[src/pkg/i2cm_regs.svh]
// register offsets, field positions, reset values and timing counts
`ifndef I2CM_REGS_SVH
`define I2CM_REGS_SVH

`define I2CM_ADDR_W          3
`define I2CM_OFF_CTRL        3'h0
`define I2CM_OFF_PERIOD      3'h1
`define I2CM_OFF_STATUS      3'h2
`define I2CM_OFF_TARGET      3'h3
`define I2CM_OFF_BYTE        3'h4
`define I2CM_OFF_CMD         3'h5

`define I2CM_CTRL_EN         0
`define I2CM_CTRL_TOEN       1
`define I2CM_ST_BUS_LO       0
`define I2CM_ST_BUS_HI       1
`define I2CM_ST_BUS_FAULT_FLAG       2
`define I2CM_ST_LOST_ARBITRATION_FLAG      3
`define I2CM_ST_RECEIVED_ACK_FLAG        4
`define I2CM_ST_CLKHOLD      5
`define I2CM_ST_WIF          6
`define I2CM_ST_RIF          7
`define I2CM_CMD_NACK        2
`define I2CM_CMD_RECV        2'h2
`define I2CM_CMD_STOP        2'h3

`define I2CM_PERIOD_RST      8'h00
`define I2CM_STATUS_RST      8'h00
`define I2CM_BUS_FORCE_IDLE  2'h1
`define I2CM_UNMAPPED_RD     8'h00

`define I2CM_CLK_NS          40
`define I2CM_PHASE_BASE      5
`define I2CM_TIMEOUT_NS      50000
`define I2CM_TIMEOUT_CYC     (`I2CM_TIMEOUT_NS / `I2CM_CLK_NS)

`endif

[src/pkg/i2cm_pkg.sv]
// types for the two-wire master: bus state and transfer engine states
package i2cm_pkg;

	typedef enum logic [1:0] {
		BUS_UNKNOWN = 2'b00,
		BUS_IDLE    = 2'b01,
		BUS_OWNER   = 2'b10,
		BUS_BUSY    = 2'b11
	} i2cm_bus_t;

	typedef enum logic [3:0] {
		E_IDLE     = 4'b0000,
		E_WAIT     = 4'b0001,
		E_START    = 4'b0010,
		E_LOW      = 4'b0011,
		E_WHI      = 4'b0100,
		E_HIGH     = 4'b0101,
		E_HOLD     = 4'b0110,
		E_RS_LOW   = 4'b0111,
		E_RS_HI    = 4'b1000,
		E_STOP_LOW = 4'b1001,
		E_STOP_HI  = 4'b1010,
		E_STOP_END = 4'b1011
	} i2cm_eng_t;

endpackage : i2cm_pkg

[src/i2cm_master_top.sv]
// two-wire bus master: clock sync, bus state monitor, start and address
// Overview of operation
// [RQ1] each seen falling clock edge starts own low timing; then wait for high
// [RQ2] whoever ends its high period first pulls the clock low again
// [RQ3] while enabled, watch lines for start, stop, collision, inactivity
// [RQ4] bus state readable in status: unknown, idle, busy or owner
// [RQ5] reset or enable gives unknown; writing idle code forces idle
// [RQ6] unknown becomes idle on first stop or enabled time-out
// [RQ7] only reset or master disable return a known state to unknown
// [RQ8] idle goes busy on foreign start; busy idles on stop or time-out
// [RQ9] own start while idle makes owner; own stop returns to idle
// [RQ10] collision while owner means arbitration lost; busy until stop
// [RQ11] repeated start changes state only when arbitration lost on it
// [RQ12] write and read flags plus ack, error, lost, hold, state status
// [RQ13] any master flag set holds clock low; clearing flags releases it; here lost flag holds nothing, only target, byte, receive or stop writes end a hold
// [RQ14] software keeps period value within the chosen speed limit
// [RQ15] one period value times high and low: 10 plus twice value cycles
// [RQ16] high timing starts only after the clock line is seen high
// [RQ17] target write sends start and address, waiting for idle first
// [RQ18] lost arbitration: write and lost flags, release lines, wait idle
// [RQ19] bus error in address acts like lost arbitration, plus error flag
// [RQ20] address not acknowledged: write flag, ack flag high, clock held
// [RQ21] write address acknowledged: write flag, ack flag low, clock held
// [RQ22] software should enable the inactive bus time-out
// [RQ23] read address acknowledged: get first byte, read flag, clock held
// [RQ24] byte write clears write flag and sends byte; flag sets on end
// [RQ25] after data nack software sends new target or stop command
// [RQ26] state codes: unknown 00, idle 01, owner 10, busy 11
//
// Our own choices: the plain strobed port and the register offsets.
`include "i2cm_regs.svh"

module i2cm_master_top
	import i2cm_pkg::*;
#(
	parameter int TIMEOUT_CYC = `I2CM_TIMEOUT_CYC
) (
	input  wire logic                    ref_clk,    // 25 MHz clock
	input  wire logic                    rst,        // sync reset, high
	input  wire logic [`I2CM_ADDR_W-1:0] reg_addr,   // register index
	input  wire logic [7:0]              reg_wdata,  // write data
	input  wire logic                    reg_wr,     // write strobe
	input  wire logic                    reg_rd,     // read strobe
	output logic      [7:0]              reg_rdata,  // read data, next cycle
	input  wire logic                    scl_i,      // clock line level
	output logic                         scl_o,      // clock drive value
	output logic                         scl_oe,     // clock line pulled low
	input  wire logic                    sda_i,      // data line level
	output logic                         sda_o,      // data drive value
	output logic                         sda_oe      // data line pulled low
);

	logic [1:0]  scl_sy_r;
	logic [1:0]  sda_sy_r;
	logic        scl_d_r;
	logic        sda_d_r;
	logic        en_r;
	logic        to_en_r;
	logic [7:0]  period_reg_r;
	logic [7:0]  target_r;
	logic [7:0]  rx_byte_r;
	logic        nack_r;
	logic        wif_r;
	logic        rif_r;
	logic        arb_r;
	logic        berr_r;
	logic        received_ack_flag_r;
	i2cm_bus_t   bus_r;
	i2cm_eng_t   eng_r;
	logic [8:0]  cnt_r;
	logic [3:0]  bcnt_r;
	logic [7:0]  sh_r;
	logic        tx_r;
	logic        want_hi_r;
	logic        scl_drv_r;
	logic        sda_drv_r;
	logic [15:0] idle_cnt_r;
	logic [7:0]  rdata_r;

	logic        scl_s;
	logic        sda_s;
	logic        scl_fall;
	logic        start_det;
	logic        stop_det;
	logic [8:0]  phase_max;
	logic        hi_end;
	logic        in_pkt;
	logic        arb_now;
	logic        berr_now;
	logic        lose;
	logic        ack_done;
	logic        rx_done;
	logic        timeout;
	logic        wr_ctrl;
	logic        wr_status;
	logic        wr_target;
	logic        wr_byte;
	logic        wr_cmd;
	logic        bitval;
	logic        sourced;

	// only the second stage of each synchroniser feeds logic
	always_ff @(posedge ref_clk) begin
		if (rst) begin
			scl_sy_r <= 2'b11;
			sda_sy_r <= 2'b11;
			scl_d_r  <= 1'b1;
			sda_d_r  <= 1'b1;
		end else begin
			scl_sy_r <= {scl_sy_r[0], scl_i};
			sda_sy_r <= {sda_sy_r[0], sda_i};
			scl_d_r  <= scl_sy_r[1];
			sda_d_r  <= sda_sy_r[1];
		end
	end

	assign scl_s     = scl_sy_r[1];
	assign sda_s     = sda_sy_r[1];
	assign scl_fall  = scl_d_r & ~scl_s;                       // [RQ1]
	assign start_det = en_r & scl_s & scl_d_r & sda_d_r & ~sda_s; // [RQ3]
	assign stop_det  = en_r & scl_s & scl_d_r & ~sda_d_r & sda_s; // [RQ3]

	// low and high each last base plus period value cycles
	assign phase_max = 9'(`I2CM_PHASE_BASE - 1) + {1'b0, period_reg_r}; // [RQ15]
	assign hi_end    = (eng_r == E_HIGH) &
		((cnt_r == phase_max) | scl_fall);                       // [RQ2]
	assign in_pkt    = (eng_r == E_LOW) | (eng_r == E_WHI) |
		(eng_r == E_HIGH);
	assign arb_now   = (eng_r == E_HIGH) & want_hi_r & ~sda_s;  // [RQ10]
	assign berr_now  = in_pkt & (start_det | stop_det);         // [RQ19]
	assign lose      = arb_now | berr_now;
	assign ack_done  = hi_end & ~lose & tx_r & (bcnt_r == 4'd8);
	assign rx_done   = hi_end & ~lose & ~tx_r & (bcnt_r == 4'd8);
	assign timeout   = to_en_r & (idle_cnt_r == 16'(TIMEOUT_CYC));

	assign wr_ctrl   = reg_wr & (reg_addr == `I2CM_OFF_CTRL);
	assign wr_status = reg_wr & (reg_addr == `I2CM_OFF_STATUS);
	assign wr_target = reg_wr & (reg_addr == `I2CM_OFF_TARGET) & en_r;
	assign wr_byte   = reg_wr & (reg_addr == `I2CM_OFF_BYTE) & en_r;
	assign wr_cmd    = reg_wr & (reg_addr == `I2CM_OFF_CMD) & en_r;

	// next bit level and whether this master is its source
	always_comb begin
		bitval  = 1'b1;
		sourced = 1'b0;
		if (tx_r && bcnt_r < 4'd8) begin
			bitval  = sh_r[7];
			sourced = 1'b1;
		end else if (!tx_r && bcnt_r == 4'd0) begin
			bitval  = nack_r;
			sourced = 1'b1;
		end
	end

	// software configuration
	always_ff @(posedge ref_clk) begin
		if (rst) begin
			en_r         <= 1'b0;
			to_en_r      <= 1'b0;
			period_reg_r <= `I2CM_PERIOD_RST;
			target_r     <= 8'h00;
			nack_r       <= 1'b0;
		end else begin
			if (wr_ctrl) begin
				en_r    <= reg_wdata[`I2CM_CTRL_EN];
				to_en_r <= reg_wdata[`I2CM_CTRL_TOEN];
			end
			if (reg_wr && reg_addr == `I2CM_OFF_PERIOD)
				period_reg_r <= reg_wdata;
			if (wr_target)
				target_r <= reg_wdata;
			if (wr_cmd)
				nack_r <= reg_wdata[`I2CM_CMD_NACK];
		end
	end

	// inactivity timer: any line change restarts it
	always_ff @(posedge ref_clk) begin
		if (rst || !en_r || scl_s != scl_d_r || sda_s != sda_d_r)
			idle_cnt_r <= 16'h0000;
		else if (!timeout)
			idle_cnt_r <= idle_cnt_r + 16'h0001;
	end

	// bus state; disabling the master forgets the state
	always_ff @(posedge ref_clk) begin
		if (rst || !en_r) begin
			bus_r <= BUS_UNKNOWN;                                  // [RQ5] [RQ7]
		end else if (lose && bus_r == BUS_OWNER) begin
			bus_r <= BUS_BUSY;                                     // [RQ10] [RQ11]
		end else if (wr_status && reg_wdata[`I2CM_ST_BUS_HI:0] ==
			`I2CM_BUS_FORCE_IDLE) begin
			bus_r <= BUS_IDLE;                                     // [RQ5] [RQ26]
		end else begin
			case (bus_r)
			BUS_UNKNOWN: begin
				if (stop_det || timeout)
					bus_r <= BUS_IDLE;                             // [RQ6]
			end
			BUS_IDLE: begin
				if (start_det)
					bus_r <= (eng_r == E_START) ? BUS_OWNER
						: BUS_BUSY;                                // [RQ8] [RQ9]
			end
			BUS_BUSY: begin
				if (stop_det || timeout)
					bus_r <= BUS_IDLE;                             // [RQ8]
			end
			BUS_OWNER: begin
				if (stop_det)
					bus_r <= BUS_IDLE;                             // [RQ9]
			end
			default: bus_r <= BUS_UNKNOWN;
			endcase
		end
	end

	// status flags: hardware set wins over a software clear
	always_ff @(posedge ref_clk) begin
		if (rst || !en_r) begin
			wif_r   <= 1'b0;
			rif_r   <= 1'b0;
			arb_r   <= 1'b0;
			berr_r  <= 1'b0;
			received_ack_flag_r <= 1'b0;
		end else begin
			if (wr_target || wr_byte || wr_cmd) begin
				wif_r <= 1'b0;                                     // [RQ24]
				rif_r <= 1'b0;
			end
			if (wr_target) begin
				arb_r  <= 1'b0;
				berr_r <= 1'b0;
			end
			if (wr_status) begin
				if (reg_wdata[`I2CM_ST_WIF])
					wif_r <= 1'b0;
				if (reg_wdata[`I2CM_ST_RIF])
					rif_r <= 1'b0;
				if (reg_wdata[`I2CM_ST_LOST_ARBITRATION_FLAG])
					arb_r <= 1'b0;
				if (reg_wdata[`I2CM_ST_BUS_FAULT_FLAG])
					berr_r <= 1'b0;
			end
			if (lose) begin
				wif_r <= 1'b1;                                     // [RQ18]
				arb_r <= 1'b1;                                     // [RQ18]
			end
			if (berr_now)
				berr_r <= 1'b1;                                    // [RQ19]
			if (ack_done) begin
				received_ack_flag_r <= sda_s;                                  // [RQ20] [RQ21]
				// a read address that is acked goes on to the first byte
				if (sda_s || !target_r[0])
					wif_r <= 1'b1;                                 // [RQ20] [RQ21] [RQ24]
			end
			if (rx_done) begin
				rif_r   <= 1'b1;                                   // [RQ23]
				received_ack_flag_r <= 1'b0;                                   // [RQ23]
			end
		end
	end

	// received data byte
	always_ff @(posedge ref_clk) begin
		if (rst)
			rx_byte_r <= 8'h00;
		else if (rx_done)
			rx_byte_r <= {sh_r[6:0], sda_s};
	end

	// transfer engine: drives the lines, times every phase
	always_ff @(posedge ref_clk) begin
		if (rst || !en_r) begin
			eng_r     <= E_IDLE;
			cnt_r     <= 9'h000;
			bcnt_r    <= 4'h0;
			sh_r      <= 8'h00;
			tx_r      <= 1'b1;
			want_hi_r <= 1'b0;
			scl_drv_r <= 1'b0;
			sda_drv_r <= 1'b0;
		end else if (lose) begin
			eng_r     <= E_IDLE;                                   // [RQ18] [RQ19]
			scl_drv_r <= 1'b0;
			sda_drv_r <= 1'b0;
			want_hi_r <= 1'b0;
		end else begin
			cnt_r <= cnt_r + 9'h001;
			case (eng_r)
			E_IDLE: begin
				if (wr_target) begin
					eng_r <= E_WAIT;                               // [RQ17]
				end
			end
			E_WAIT: begin
				// no bus activity until the state reads idle again
				cnt_r <= 9'h000;
				if (bus_r == BUS_IDLE && scl_s && sda_s)
					eng_r <= E_START;                              // [RQ17] [RQ18]
			end
			E_START: begin
				sda_drv_r <= 1'b1;
				if (!scl_s)
					cnt_r <= 9'h000;
				if (cnt_r == phase_max) begin
					eng_r     <= E_LOW;
					cnt_r     <= 9'h000;
					scl_drv_r <= 1'b1;
					sh_r      <= target_r;
					tx_r      <= 1'b1;
					bcnt_r    <= 4'h0;
				end
			end
			E_LOW: begin
				scl_drv_r <= 1'b1;
				if (cnt_r == 9'h000) begin
					sda_drv_r <= ~bitval;
					want_hi_r <= bitval & sourced;
				end
				if (cnt_r == phase_max) begin
					eng_r     <= E_WHI;                            // [RQ1]
					scl_drv_r <= 1'b0;
				end
			end
			E_WHI: begin
				// rise time stretches the period, it is not absorbed
				cnt_r <= 9'h000;
				if (scl_s)
					eng_r <= E_HIGH;                               // [RQ16]
			end
			E_HIGH: begin
				if (hi_end) begin
					cnt_r     <= 9'h000;
					scl_drv_r <= 1'b1;                             // [RQ2]
					want_hi_r <= 1'b0;
					bcnt_r    <= bcnt_r + 4'h1;
					if (bcnt_r != 4'd8) begin
						eng_r <= E_LOW;
						if (tx_r)
							sh_r <= {sh_r[6:0], 1'b0};
						else if (bcnt_r != 4'd0)
							sh_r <= {sh_r[6:0], sda_s};
					end else if (tx_r && !sda_s && target_r[0] &&
						eng_r == E_HIGH && sh_r == 8'h00 &&
						bcnt_r == 4'd8) begin
						eng_r  <= E_LOW;                           // [RQ23]
						tx_r   <= 1'b0;
						bcnt_r <= 4'h1;
					end else begin
						eng_r <= E_HOLD;                           // [RQ13]
					end
				end
			end
			E_HOLD: begin
				cnt_r     <= 9'h000;
				scl_drv_r <= 1'b1;                                 // [RQ13]
				if (wr_target) begin
					eng_r <= E_RS_LOW;
				end else if (wr_byte) begin
					eng_r  <= E_LOW;                               // [RQ24]
					sh_r   <= reg_wdata;
					tx_r   <= 1'b1;
					bcnt_r <= 4'h0;
				end else if (wr_cmd && reg_wdata[1:0] == `I2CM_CMD_RECV) begin
					eng_r  <= E_LOW;
					tx_r   <= 1'b0;
					bcnt_r <= 4'h0;
				end else if (wr_cmd && reg_wdata[1:0] == `I2CM_CMD_STOP) begin
					eng_r <= E_STOP_LOW;                           // [RQ25]
				end
			end
			E_RS_LOW: begin
				sda_drv_r <= 1'b0;
				if (cnt_r == phase_max) begin
					eng_r     <= E_RS_HI;
					scl_drv_r <= 1'b0;
					cnt_r     <= 9'h000;
				end
			end
			E_RS_HI: begin
				if (!scl_s)
					cnt_r <= 9'h000;                               // [RQ16]
				if (cnt_r == phase_max) begin
					eng_r <= E_START;                              // [RQ11]
					cnt_r <= 9'h000;
				end
			end
			E_STOP_LOW: begin
				sda_drv_r <= 1'b1;
				if (cnt_r == phase_max) begin
					eng_r     <= E_STOP_HI;
					scl_drv_r <= 1'b0;
					cnt_r     <= 9'h000;
				end
			end
			E_STOP_HI: begin
				if (!scl_s)
					cnt_r <= 9'h000;
				if (cnt_r == phase_max) begin
					eng_r     <= E_STOP_END;
					sda_drv_r <= 1'b0;                             // [RQ9]
					cnt_r     <= 9'h000;
				end
			end
			E_STOP_END: begin
				if (cnt_r == phase_max)
					eng_r <= E_IDLE;
			end
			default: eng_r <= E_IDLE;
			endcase
		end
	end

	// read port: data stand in the cycle after the strobe
	always_ff @(posedge ref_clk) begin
		if (rst) begin
			rdata_r <= 8'h00;
		end else if (reg_rd) begin
			case (reg_addr)
			`I2CM_OFF_CTRL:   rdata_r <= {6'h00, to_en_r, en_r};
			`I2CM_OFF_PERIOD: rdata_r <= period_reg_r;
			`I2CM_OFF_STATUS: rdata_r <= {rif_r, wif_r,
				eng_r == E_HOLD, received_ack_flag_r, arb_r, berr_r, bus_r}; // [RQ4] [RQ12]
			`I2CM_OFF_TARGET: rdata_r <= target_r;
			`I2CM_OFF_BYTE:   rdata_r <= rx_byte_r;
			default:          rdata_r <= `I2CM_UNMAPPED_RD;
			endcase
		end else begin
			rdata_r <= 8'h00;
		end
	end

	assign reg_rdata = rdata_r;
	assign scl_o     = 1'b0;
	assign sda_o     = 1'b0;
	assign scl_oe    = scl_drv_r;
	assign sda_oe    = sda_drv_r;

endmodule : i2cm_master_top
[config.mk]
export PLATFORM = sky130hd
export DESIGN_NAME = i2cm_master_top
export DESIGN_NICKNAME = d
export VERILOG_FILES = /design/src/pkg/i2cm_pkg.sv /design/src/i2cm_master_top.sv
export VERILOG_INCLUDE_DIRS = /design/src /design/src/pkg
export SDC_FILE = /design/constraint.sdc
export NUM_CORES = 1
export LEC_CHECK = 0
export BUFFER_PORTS_ARGS = -buffer_cell sky130_fd_sc_hd__buf_4
export CORE_ASPECT_RATIO = 1.4
export CORE_MARGIN = 3
export CORE_UTILIZATION = 56
export DETAILED_ROUTE_END_ITERATION = 8
export GPL_ROUTABILITY_DRIVEN = 0
export PLACE_DENSITY = 0.77
export SLEW_MARGIN = 20
export SYNTH_ARGS = -nofsm -noshare
export SYNTH_HDL_FRONTEND = slang
export SYNTH_SLANG_ARGS = --single-unit
[constraint.sdc]
create_clock -name ref_clk -period 2.5 [get_ports ref_clk]
set_input_delay 0.375 -clock ref_clk [delete_from_list [all_inputs] [get_ports ref_clk]]
set_output_delay 0.375 -clock ref_clk [all_outputs]
set_load 0.05 [all_outputs]
# Word-level counts from Yosys, hierarchy flattened
# Cells that the tools add are included.
# word_totals
inputBits	17
wordCells	258
output_inout_bits	12
register_bits	93
# classes
order_cmp	1
muxes	85
eq_ne	52
bitwise	38
n_reduce_logical	52
n_addsub	4
# op_table
op	n
2-to-1 mux 4 bit	21
2-to-1 mux 8 bit	7
case mux 4 bit (12 select lines)	1
case mux 8 bit (5 select lines)	1
2-to-1 mux 1 bit	36
2-to-1 mux 9 bit	4
case mux 9 bit (4 select lines)	1
AND 1 bit	26
inequality test 2 bit, second input constant	13
case mux 8 bit (3 select lines)	1
== test 4 bit, second input constant	5
adder 16 x 1 -> 16 bit, second input constant	1
== test 16 x 11 -> 1 bit, second input constant	1
== test 4 x 3 -> 1 bit, second input constant	4
AND reduction 8 bit	2
logical AND 1 bit	14
case mux 4 bit (3 select lines)	1
AND reduction 12 bit	1
OR reduction 2 bit	6
2-to-1 mux 2 bit	5
inequality test 2 x 1 -> 1 bit, second input constant	5
adder 3 x 8 -> 9 bit, first input constant	1
adder 9 x 1 -> 9 bit, second input constant	1
== test 9 bit	1
other kinds (38)	73

# Depth between registers and ports, before layout
# Gate-level depths: netlist of the first run.
# logic_depth
word_depth	12
ltp_mapped	9
ltp_nobuf	8

# Worst setup path after synthesis of the first run
# Ideal clock, no wire load.
# synth_timing
path_kind	reg2reg
startpoint	register period_reg_r[2]
endpoint	register bcnt_r[3]
path_stages_with_launch	10
t_required_ns	2.366
arrival_ns	2.323
path_buffers	2
slack_ns	0.042
setup_time_ns	0.134
synth_period_minus_slack_ns	2.458
path_cell_list	dfxtp_1 -> ha_1 -> buf_2 -> o21ba_1 -> a221oi_1 -> o211ai_1 -> a221o_1 -> buf_2 -> o311ai_1 -> o41ai_2
# synth_between
elab_chain_len	6
elab_cells_between_ends	7
classes_between	add/sub: 1; eq/ne: 3; bitwise: 2; reduce/logical: 1
# synth_rtl
item	line	rtl
start, declared	i2cm_master_top.sv:59	logic [7:0] period_reg_r;
start signal, assigned	i2cm_master_top.sv:160	period_reg_r <= `I2CM_PERIOD_RST;
start signal, assigned	i2cm_master_top.sv:169	period_reg_r <= reg_wdata;
adder 3 x 8 -> 9 bit (*)	i2cm_master_top.sv:124	assign phase_max = 9'(`I2CM_PHASE_BASE - 1) + {1'b0, period_reg_r};
== test 9 bit (*)	i2cm_master_top.sv:126, i2cm_master_top.sv:306	
OR 1 bit	i2cm_master_top.sv:126	((cnt_r == phase_max) | scl_fall);
AND 1 bit	i2cm_master_top.sv:125	assign hi_end = (eng_r == E_HIGH) &
inequality test 2 bit (no source line)	n/a	
AND reduction 6 bit (no source line) (*)	n/a	
end signal, assigned	i2cm_master_top.sv:337	bcnt_r <= bcnt_r + 4'h1;
end, declared	i2cm_master_top.sv:71	logic [3:0] bcnt_r;
# Mark *: on every way between the ends. The rest lies on a longest branch, timed or not.
# A chain may end at the register's enable or synchronous reset.

# Worst setup path after layout of the first run
# layout_timing
startpoint	register period_reg_r[3]
endpoint	register bcnt_r[3]
# The elaborated chain is that of the path after synthesis.

==> results.toml, run 1 <==
[sta]
max_freq_mhz = 406
final_max_slew_viol_count = 0
setup_slack_ns = 0.0395
setup_tns_ns = 0
hold-worst-slack_ns = 0.212
finalSetupViolCount = 0
tightest_slew_ns = 0.574
max_slew_margin = 0.614
hold_viol = 0
fin_crit_sh = 0.984
finalCriticalPeriod_ns = 2.46
clock_skew_ns = 0.00814

[critical_path]
worst-endpoint-required_ns = 2.72
cp.arrival_ns = 2.68
max_stage_delay_ns = 0.42
rr_startpoint = "period_reg_r[3]$_SDFFE_PP0P_"
timing.rr.end = "bcnt_r[3]$_SDFFE_PP0P_"
crit_chain = "buf_4 > and2_1 > a2111o_1 > and3_1 > a221o_1 > buf_4 > o311ai_1 > o41ai_2"
reg2regPathDepth = 8
crit_path_start_kind = "register"
cp_max_fo = 6
critPathKind = "reg2reg"
reg2reg_setup_slack_ns = 0.04
critPathBufInv = 2
cp_top_family = "compound AO/OA/AOI/OAI gates"
cpMostUsedCell = "buf_4"
slowest_stage = "a2111o_1"
cp-end-kind = "register"

[finish]
final_common_cell = "dfxtp_1"
area_growth_syn_to_layout_pct = 14.6
mostFrequentLayoutCells = "dfxtp_1 (92), nor2_1 (72), buf_4 (62)"
filler_cell_count = 772
layout.nets = 720
final_core_util = 0.665
num_antenna_cells = 0
drive_gt1_frac = 0.155

[synthesis]
synth_seq_area_share = 0.351
netlist_area_um2 = 5300
async_flop_share = 0
synth_edf_count = 0
ys_ff_latch = 93
avgSynthCellArea_um2 = 7.98
synth_area_leader_cell = "dfxtp_1"
synthTopCellsByArea = "dfxtp_1 (35%), a21oi_1 (5.9%), nor2_1 (5.1%), mux2i_1 (4.3%), nand2_1 (3.8%)"
yosysTopAreaCellShare = 0.351
yosys.cell_types.count = 69
syn-instance-count = 664
synth_warnings = 0
ys.flop_type = "dfxtp_1"

[place]
detailed_place_hpwl_um = 10400
pre_cts_slack_ns = -0.101
io_buffers = 26

[pwr]
power_leakage_uw = 0.00213
finalPower_uw = 2970
p_per_area_nw_per_um2 = 490
ir_worst_vdd_v = 0.000456

[grt]
antenna_found_initial = 0
grt_max_degree = 37
grt_pass1_vias = 4920
grt_first_pass_wirelength_um = 23800
grt_use_total = 0.281
grt_overflow = 0

[hold_path]
worstHoldPathCells = 2
holdPathEnd = "scl_sy_r[0]$_SDFF_PP1_"
hold_class = "in2reg"
hold_start = "scl_i"

[floorplanning]
start_util = 0.580
core-area_um2 = 9130
die_area_um2 = 10700
die_w_um = 88.2
die_h_um = 121
rows = 41
pin_count = 29

[clock_network]
path_clk_slew_ns = 0.07
clock_latency_ns = 0.35
clock_sinks = 93
numCtsBuffers = 9
clk_path_buf_depth = 2
cts_tree = "built"
ctsHtreeMaxLevel = 3
hold_buffers = 0
root_buffer = "clkbuf_16"

[detailed_routing]
first_pass_iters = 5
postRouteWirelength_um = 14400
drc = 0
drt_iter0_markers = 431
avgRoutedWirePerCell_um = 17.9
num_vias = 5143
vias_per_cell = 6.39
drtAntennaViolNets = 0

[flow_run]
maxCapViolCount = 0

[outcome]
outcome = "finished, final reports clean"
==> routing by layer <==
layer  GRT usage  part of all wire  vias up
met5           0                 0        -
li1            -                 -     2461
met2       0.448              0.48      231
met3      0.0577             0.071       54
met1       0.354              0.40     2397
met4       0.145             0.041        0
==> flip-flops by register name, summed over array words and instances (netlist names), 2 cells and up <==
| register | cells |
|---|---|
| bcnt_r | 4 |
| bus_r | 2 |
| cnt_r | 9 |
| eng_r | 4 |
| idle_cnt_r | 16 |
| period_reg_r | 8 |
| reg_rdata | 8 |
| rx_byte_r | 8 |
| scl_sy_r | 2 |
| sda_sy_r | 2 |
| sh_r | 8 |
| target_r | 8 |
==> worst max-delay path by stage <==
stage / startpoint / to / slack (ns) / depth (start not counted)
finish: period_reg_r[3]$_SDFFE_PP0P_ / bcnt_r[3]$_SDFFE_PP0P_ / 0.04 / 8
CTS: period_reg_r[2]$_SDFFE_PP0P_ / sh_r[3]$_SDFFE_PP0P_ / 0.01 / 8
global route: period_reg_r[3]$_SDFFE_PP0P_ / bcnt_r[2]$_SDFFE_PP0P_ / -0.02 / 8
floorplan: period_reg_r[2]$_SDFFE_PP0P_ / bcnt_r[3]$_SDFFE_PP0P_ / 0.04 / 9
detailed placement: period_reg_r[2]$_SDFFE_PP0P_ / bcnt_r[2]$_SDFFE_PP0P_ / -0.10 / 7
global placement: period_reg_r[2]$_SDFFE_PP0P_ / sh_r[7]$_SDFFE_PP0P_ / 0.01 / 8
==> report_power, final <==
part	switching (uW)	internal, uW	leakage, uW
combinational	89.4	55.2	0.00124
sequential	8.55	1490	0.000751
clock	599	733	0.000139
total	697	2280	0.00213
==> through the flow <==
stage	cells	area, um^2
floorplan	665	5300
global placement	789	5740
detailed placement	789	5740
CTS	805	6040
global route	805	6070
finish	805	6070
==> what timing repair did <==
action	4_1_cts	5_1_grt
gates resized for setup	2	7
gates cloned	0	0
setup endpoints to repair	10	13
pin swaps	2	3
setup buffers	0	0
==> logic make-up after synthesis <==
family	synth area share
multiplexers	0.0541
buffers and inverters	0.0503
adder cells (fa/ha/maj)	0.0236
AND/OR/NAND/NOR	0.257
XOR/XNOR	0.0512
flip-flops	0.351
other	0.000708
AO/OA/AOI/OAI	0.212
==> area by class of cell <==
class / count / area (um^2) / share of cell area
Timing Repair Buffer: 64 / 497 / 0.0818
Clock buffer: 12 / 256 / 0.0422
Clock inverter: 4 / 30.0 / 0.00495
Sequential cell: 93 / 1860 / 0.307
Multi-Input combinational cell: 508 / 3230 / 0.532
Tap cell: 107 / 134 / 0.0220
Inverter: 17 / 63.8 / 0.0105
==> synth_stat cells (all sizes together) (10+ instances only) <==
cell type  count
a21oi         62
and3          10
buf           15
clkbuf        32
dfxtp         93
ha            10
inv           17
mux2i         23
nand2         54
nand2b        11
nand3         28
nand4         20
nor2          72
nor2b         10
o21ai         28
or3           10
xnor2         14
xor2          17
Note: power is estimated with default switching activity, not from simulation.
==> inputs of run 2 (changes only) <==
--- a/config.mk
+++ b/config.mk
@@ -7,7 +7,7 @@
 export NUM_CORES = 1
 export LEC_CHECK = 0
 export BUFFER_PORTS_ARGS = -buffer_cell sky130_fd_sc_hd__buf_4
-export CORE_ASPECT_RATIO = 1.4
+export CORE_ASPECT_RATIO = 1.2
 export CORE_MARGIN = 3
 export CORE_UTILIZATION = 56
 export DETAILED_ROUTE_END_ITERATION = 8
==> constraint.sdc (replaced) <==
create_clock -name ref_clk -period 2.5 [get_ports ref_clk]
set_input_delay 0.125 -clock ref_clk [delete_from_list [all_inputs] [get_ports ref_clk]]
set_output_delay 0.125 -clock ref_clk [all_outputs]
set_load 0.05 [all_outputs]
==> results.toml, run 2 (synthesis gave the netlist of run 1 again) <==
[critical_path]
cp-end-kind = "register"
cp_max_fo = 6
cp.arrival_ns = 2.77
crit_path_start_kind = "register"
worst-endpoint-required_ns = 2.82
critPathKind = "reg2reg"

[clock_network]
clock_latency_ns = 0.39
path_clk_slew_ns = 0.10
numCtsBuffers = 9
clock_sinks = 93
ctsHtreeMaxLevel = 3
root_buffer = "clkbuf_8"
clk_path_buf_depth = 2
cts_tree = "built"

[pwr]
power_leakage_uw = 0.00212
p_seq_frac = 0.560
p_per_area_nw_per_um2 = 441
ir_worst_vdd_v = 0.000435
internal-power_uw = 2010
p_clk_frac = 0.383
pwr-share-comb = 0.056
p_sw_uw = 664
switching_share = 0.249
finalPower_uw = 2670

[detailed_routing]
drc = 0
avgRoutedWirePerCell_um = 18.1
postRouteWirelength_um = 14800
num_vias = 5263
first_pass_iters = 6
drtAntennaViolNets = 0
drt_iter0_markers = 588
vias_per_cell = 6.41

[grt]
grt_first_pass_wirelength_um = 24300
grt_use_total = 0.285
grt_pass1_vias = 4907
grt_overflow = 0
antenna_found_initial = 0
grt_max_degree = 37

[hold_path]
hold_class = "in2reg"

[sta]
final_max_slew_viol_count = 0
clock_skew_ns = 0.0186
hold-worst-slack_ns = 0.0128
finalSetupViolCount = 0
max_slew_margin = 0.541
hold_viol = 0
fin_crit_sh = 0.979
max_freq_mhz = 409
tightest_slew_ns = 0.685
setup_tns_ns = 0
finalCriticalPeriod_ns = 2.45

[flow_run]
maxCapViolCount = 0

[finish]
top_regs = "idle_cnt_r x16, cnt_r x9"
top_register = "idle_cnt_r"
final_core_util = 0.664
area_growth_syn_to_layout_pct = 14.3
filler_cell_count = 773
num_antenna_cells = 0
largest_reg_flops = 16
drive_gt1_frac = 0.164
mostFrequentLayoutCells = "dfxtp_1 (90), nor2_1 (72), a21oi_1 (61), buf_4 (61), nand2_1 (54)"
final_common_cell = "dfxtp_1"
layout.nets = 723

[floorplanning]
core-area_um2 = 9130
rows = 38
start_util = 0.581
die_h_um = 113
die_w_um = 94.8
die_area_um2 = 10700
pin_count = 29

[place]
detailed_place_hpwl_um = 10400
io_buffers = 26

[outcome]
outcome = "finished, final reports clean"
## run 2: changes by cell type in the layout (fill, tap and decap cells not counted), sizes merged
cell and delta:
buf -1, bufinv +1, dlygate4sd3 +3, clkinv +1, clkbuf -1
## run 2: area by class of cell
cell class	count	area, um^2	share of cell area
clock inverter	6	61.3	0.0101
sequential	93	1870	0.308
inverter	17	63.8	0.0105
tap	120	150	0.0248
clock buffer	10	128	0.0211
multi-input combinational	508	3250	0.536
timing repair buffer	67	544	0.0898
## run 2: power by group through the flow
stage               Sequential [uW]  Clock (uW)  Combinational, uW
finish                         1500        1020                151
global route                   1500        1090                162
global placement               1530           0                138
floorplan                      1530           0               84.9
detailed placement             1530           0                140
CTS                            1500        1030                145
## run 2: per-stage QoR
step	instance area (um^2)	setup slack, ns	instances
finish	6060	0.0522	821
global route	6060	-0.0193	821
CTS	5950	0.00723	816
detailed placement	5710	-0.0897	797
global placement	5710	0.0344	797
floorplan	5300	0.0424	665
## run 2: timing repair
action	CTS	global route
hold endpoints to repair	3	0
gates resized for setup	3	14
endpoints found under the setup margin	9	19
buffers inserted	0	4
cloned	0	1
hold buffers	3	0
pin swaps	1	8
## run 2: worst max-delay path, cell delays in order, from the launching register on
cell       delay, ns
dfxtp_2         0.35
buf_4           0.15
and2_4          0.16
a2111o_1        0.43
and3_1          0.17
a221o_2         0.46
clkbuf_16       0.19
a211oi_1        0.23
mux2i_1         0.24
## run 2: path summary, 6_finish.rpt
| path | from | end | slack, ns | depth (start not counted) |
|---|---|---|---|---|
| setup / recovery | period_reg_r[3]$_SDFFE_PP0P_ | tx_r$_SDFFE_PP1P_ | 0.05 | 8 |
| hold / removal | reg_wdata[5] | period_reg_r[5]$_SDFFE_PP0P_ | 0.01 | 3 |
| setup reg to reg | period_reg_r[3]$_SDFFE_PP0P_ | tx_r$_SDFFE_PP1P_ | 0.05 | 8 |
| hold reg to reg | scl_sy_r[0]$_SDFF_PP1_ | scl_sy_r[1]$_SDFF_PP1_ | 0.43 | 1 |
## run 2: routing by layer
metal,part of all wire,wire [um],track usage
met5,0,0,0
met4,0.028,412,0.105
met3,0.062,923,0.0489
met2,0.49,7260,0.481
met1,0.42,6240,0.361
==> inputs of run 3 (changes only) <==
--- a/config.mk
+++ b/config.mk
@@ -13,6 +13,7 @@
 export DETAILED_ROUTE_END_ITERATION = 8
 export GPL_ROUTABILITY_DRIVEN = 0
 export PLACE_DENSITY = 0.77
+export RECOVER_POWER = 25
 export SLEW_MARGIN = 20
 export SYNTH_ARGS = -nofsm -noshare
 export SYNTH_HDL_FRONTEND = slang
==> results.toml, run 3 (synthesis gave the netlist of run 1 again) <==
[outcome]
outcome = "finished, final reports clean"

[finish]
largest_reg_flops = 16
final_cells = 821
top_register = "idle_cnt_r"
mostFrequentLayoutCells = "dfxtp_1 (90), nor2_1 (72), a21oi_1 (61)"
drive_gt1_frac = 0.147
filler_cell_count = 788
fin_area_um2 = 6010
final_common_cell = "dfxtp_1"
top_regs = "idle_cnt_r x16, cnt_r x9"
area_growth_syn_to_layout_pct = 13.5
layout.nets = 723
num_antenna_cells = 0

[pwr]
ir_worst_vdd_v = 0.000436
power_leakage_uw = 0.00207
p_per_area_nw_per_um2 = 444

[clock_network]
ctsHtreeMaxLevel = 3
clock_sinks = 93
clock_latency_ns = 0.39
cts_tree = "built"
root_buffer = "clkbuf_8"
path_clk_slew_ns = 0.10
numCtsBuffers = 9
clk_path_buf_depth = 2

[place]
detailed_place_hpwl_um = 10400
pre_cts_slack_ns = -0.0897
post-place-cells = 797
postPlaceCellArea_um2 = 5710
io_buffers = 26

[sta]
hold-worst-slack_ns = 0.0142
final_max_slew_viol_count = 0
max_freq_mhz = 407
finalSetupViolCount = 0
setup_tns_ns = 0
max_slew_margin = 0.399
hold_viol = 0
finalCriticalPeriod_ns = 2.46
fin_crit_sh = 0.982
tightest_slew_ns = 0.902
clock_skew_ns = 0.0195
setup_slack_ns = 0.0444

[detailed_routing]
vias_per_cell = 6.43
dr_wl_met2_um = 7290
wl_met1_um = 6160
drt_iter0_markers = 580
drtAntennaViolNets = 0
drc = 0
wl_met3_um = 954
avgRoutedWirePerCell_um = 18.1
first_pass_iters = 6
num_vias = 5280
postRouteWirelength_um = 14800
top_layer_used = "met4"

[critical_path]
cp_max_fo = 7
critPathKind = "reg2reg"
worst-endpoint-required_ns = 2.82
crit_path_start_kind = "register"
cp.arrival_ns = 2.77
cp-end-kind = "register"

[flow_run]
maxCapViolCount = 0

[floorplanning]
die_w_um = 94.8
core-area_um2 = 9130
rows = 38
start_util = 0.581
die_area_um2 = 10700
pin_count = 29
die_h_um = 113

[grt]
antenna_found_initial = 0
grt_max_degree = 37
grt_first_pass_wirelength_um = 24300
grt_pass1_vias = 4907
grt_overflow = 0
grt_use_total = 0.285

[hold_path]
hold_class = "in2reg"
-- run 3: cell types whose count changed in the layout (fill, tap and decap cells not counted), sizes merged --
cell,previous run,this run
buf,63,49
clkbuf,11,25
-- run 3: final cells by class --
cell class	instances	area, um^2	area share
well taps	120	150	0.0250
multi-input cells	508	3250	0.540
flip-flops and latches	93	1870	0.310
clock inverters	6	61.3	0.0102
repair buffers	67	499	0.0830
inverters	17	63.8	0.0106
clock buffers	10	128	0.0212
-- run 3: path summary, 6_finish.rpt --
| path | cells past startpoint | start | slack [ns] | end |
|---|---|---|---|---|
| setup / recovery | 8 | period_reg_r[3]$_SDFFE_PP0P_ | 0.04 | sh_r[5]$_SDFFE_PP0P_ |
| hold reg to reg | 1 | scl_sy_r[0]$_SDFF_PP1_ | 0.43 | scl_sy_r[1]$_SDFF_PP1_ |
| setup reg to reg | 8 | period_reg_r[3]$_SDFFE_PP0P_ | 0.04 | sh_r[5]$_SDFFE_PP0P_ |
| hold / removal | 3 | reg_wdata[4] | 0.01 | period_reg_r[4]$_SDFFE_PP0P_ |
-- run 3: through the flow --
step,total power (uW),util
after floorplan,1610,-
after global placement,1670,0.626
final,2670,0.659
after global routing,2750,0.659
after detailed placement,1670,0.626
after CTS,2670,0.652
-- run 3: repair_timing --
action                                 4_1_cts  5_1_grt
hold buffers                                 3        0
buffers inserted                             0        4
cloned                                       0        1
endpoints found under the hold margin        3        0
resized for setup                            3       14
setup endpoints to repair                    9       19
pin swaps                                    1        8
-- run 3: metal layers --
metal	global-route usage	vias up
met4	0.105	0
met1	0.361	2540
met5	0	-
li1	-	2468
met2	0.481	230
met3	0.0489	42
-- run 3: report_power, final --
group | total [uW] | switching [uW] | internal (uW)
Clock | 1030 | 564 | 461
Combinational | 149 | 92.3 | 57.0
Sequential | 1500 | 9.07 | 1490
-- run 3: worst max-delay path: stages (launching register included) --
cell      delay [ns]
dfxtp_2         0.35
buf_4           0.15
and2_4          0.16
a2111o_1        0.43
and3_1          0.17
a221o_2         0.46
buf_12          0.17
or3_4           0.36
a21oi_2         0.13
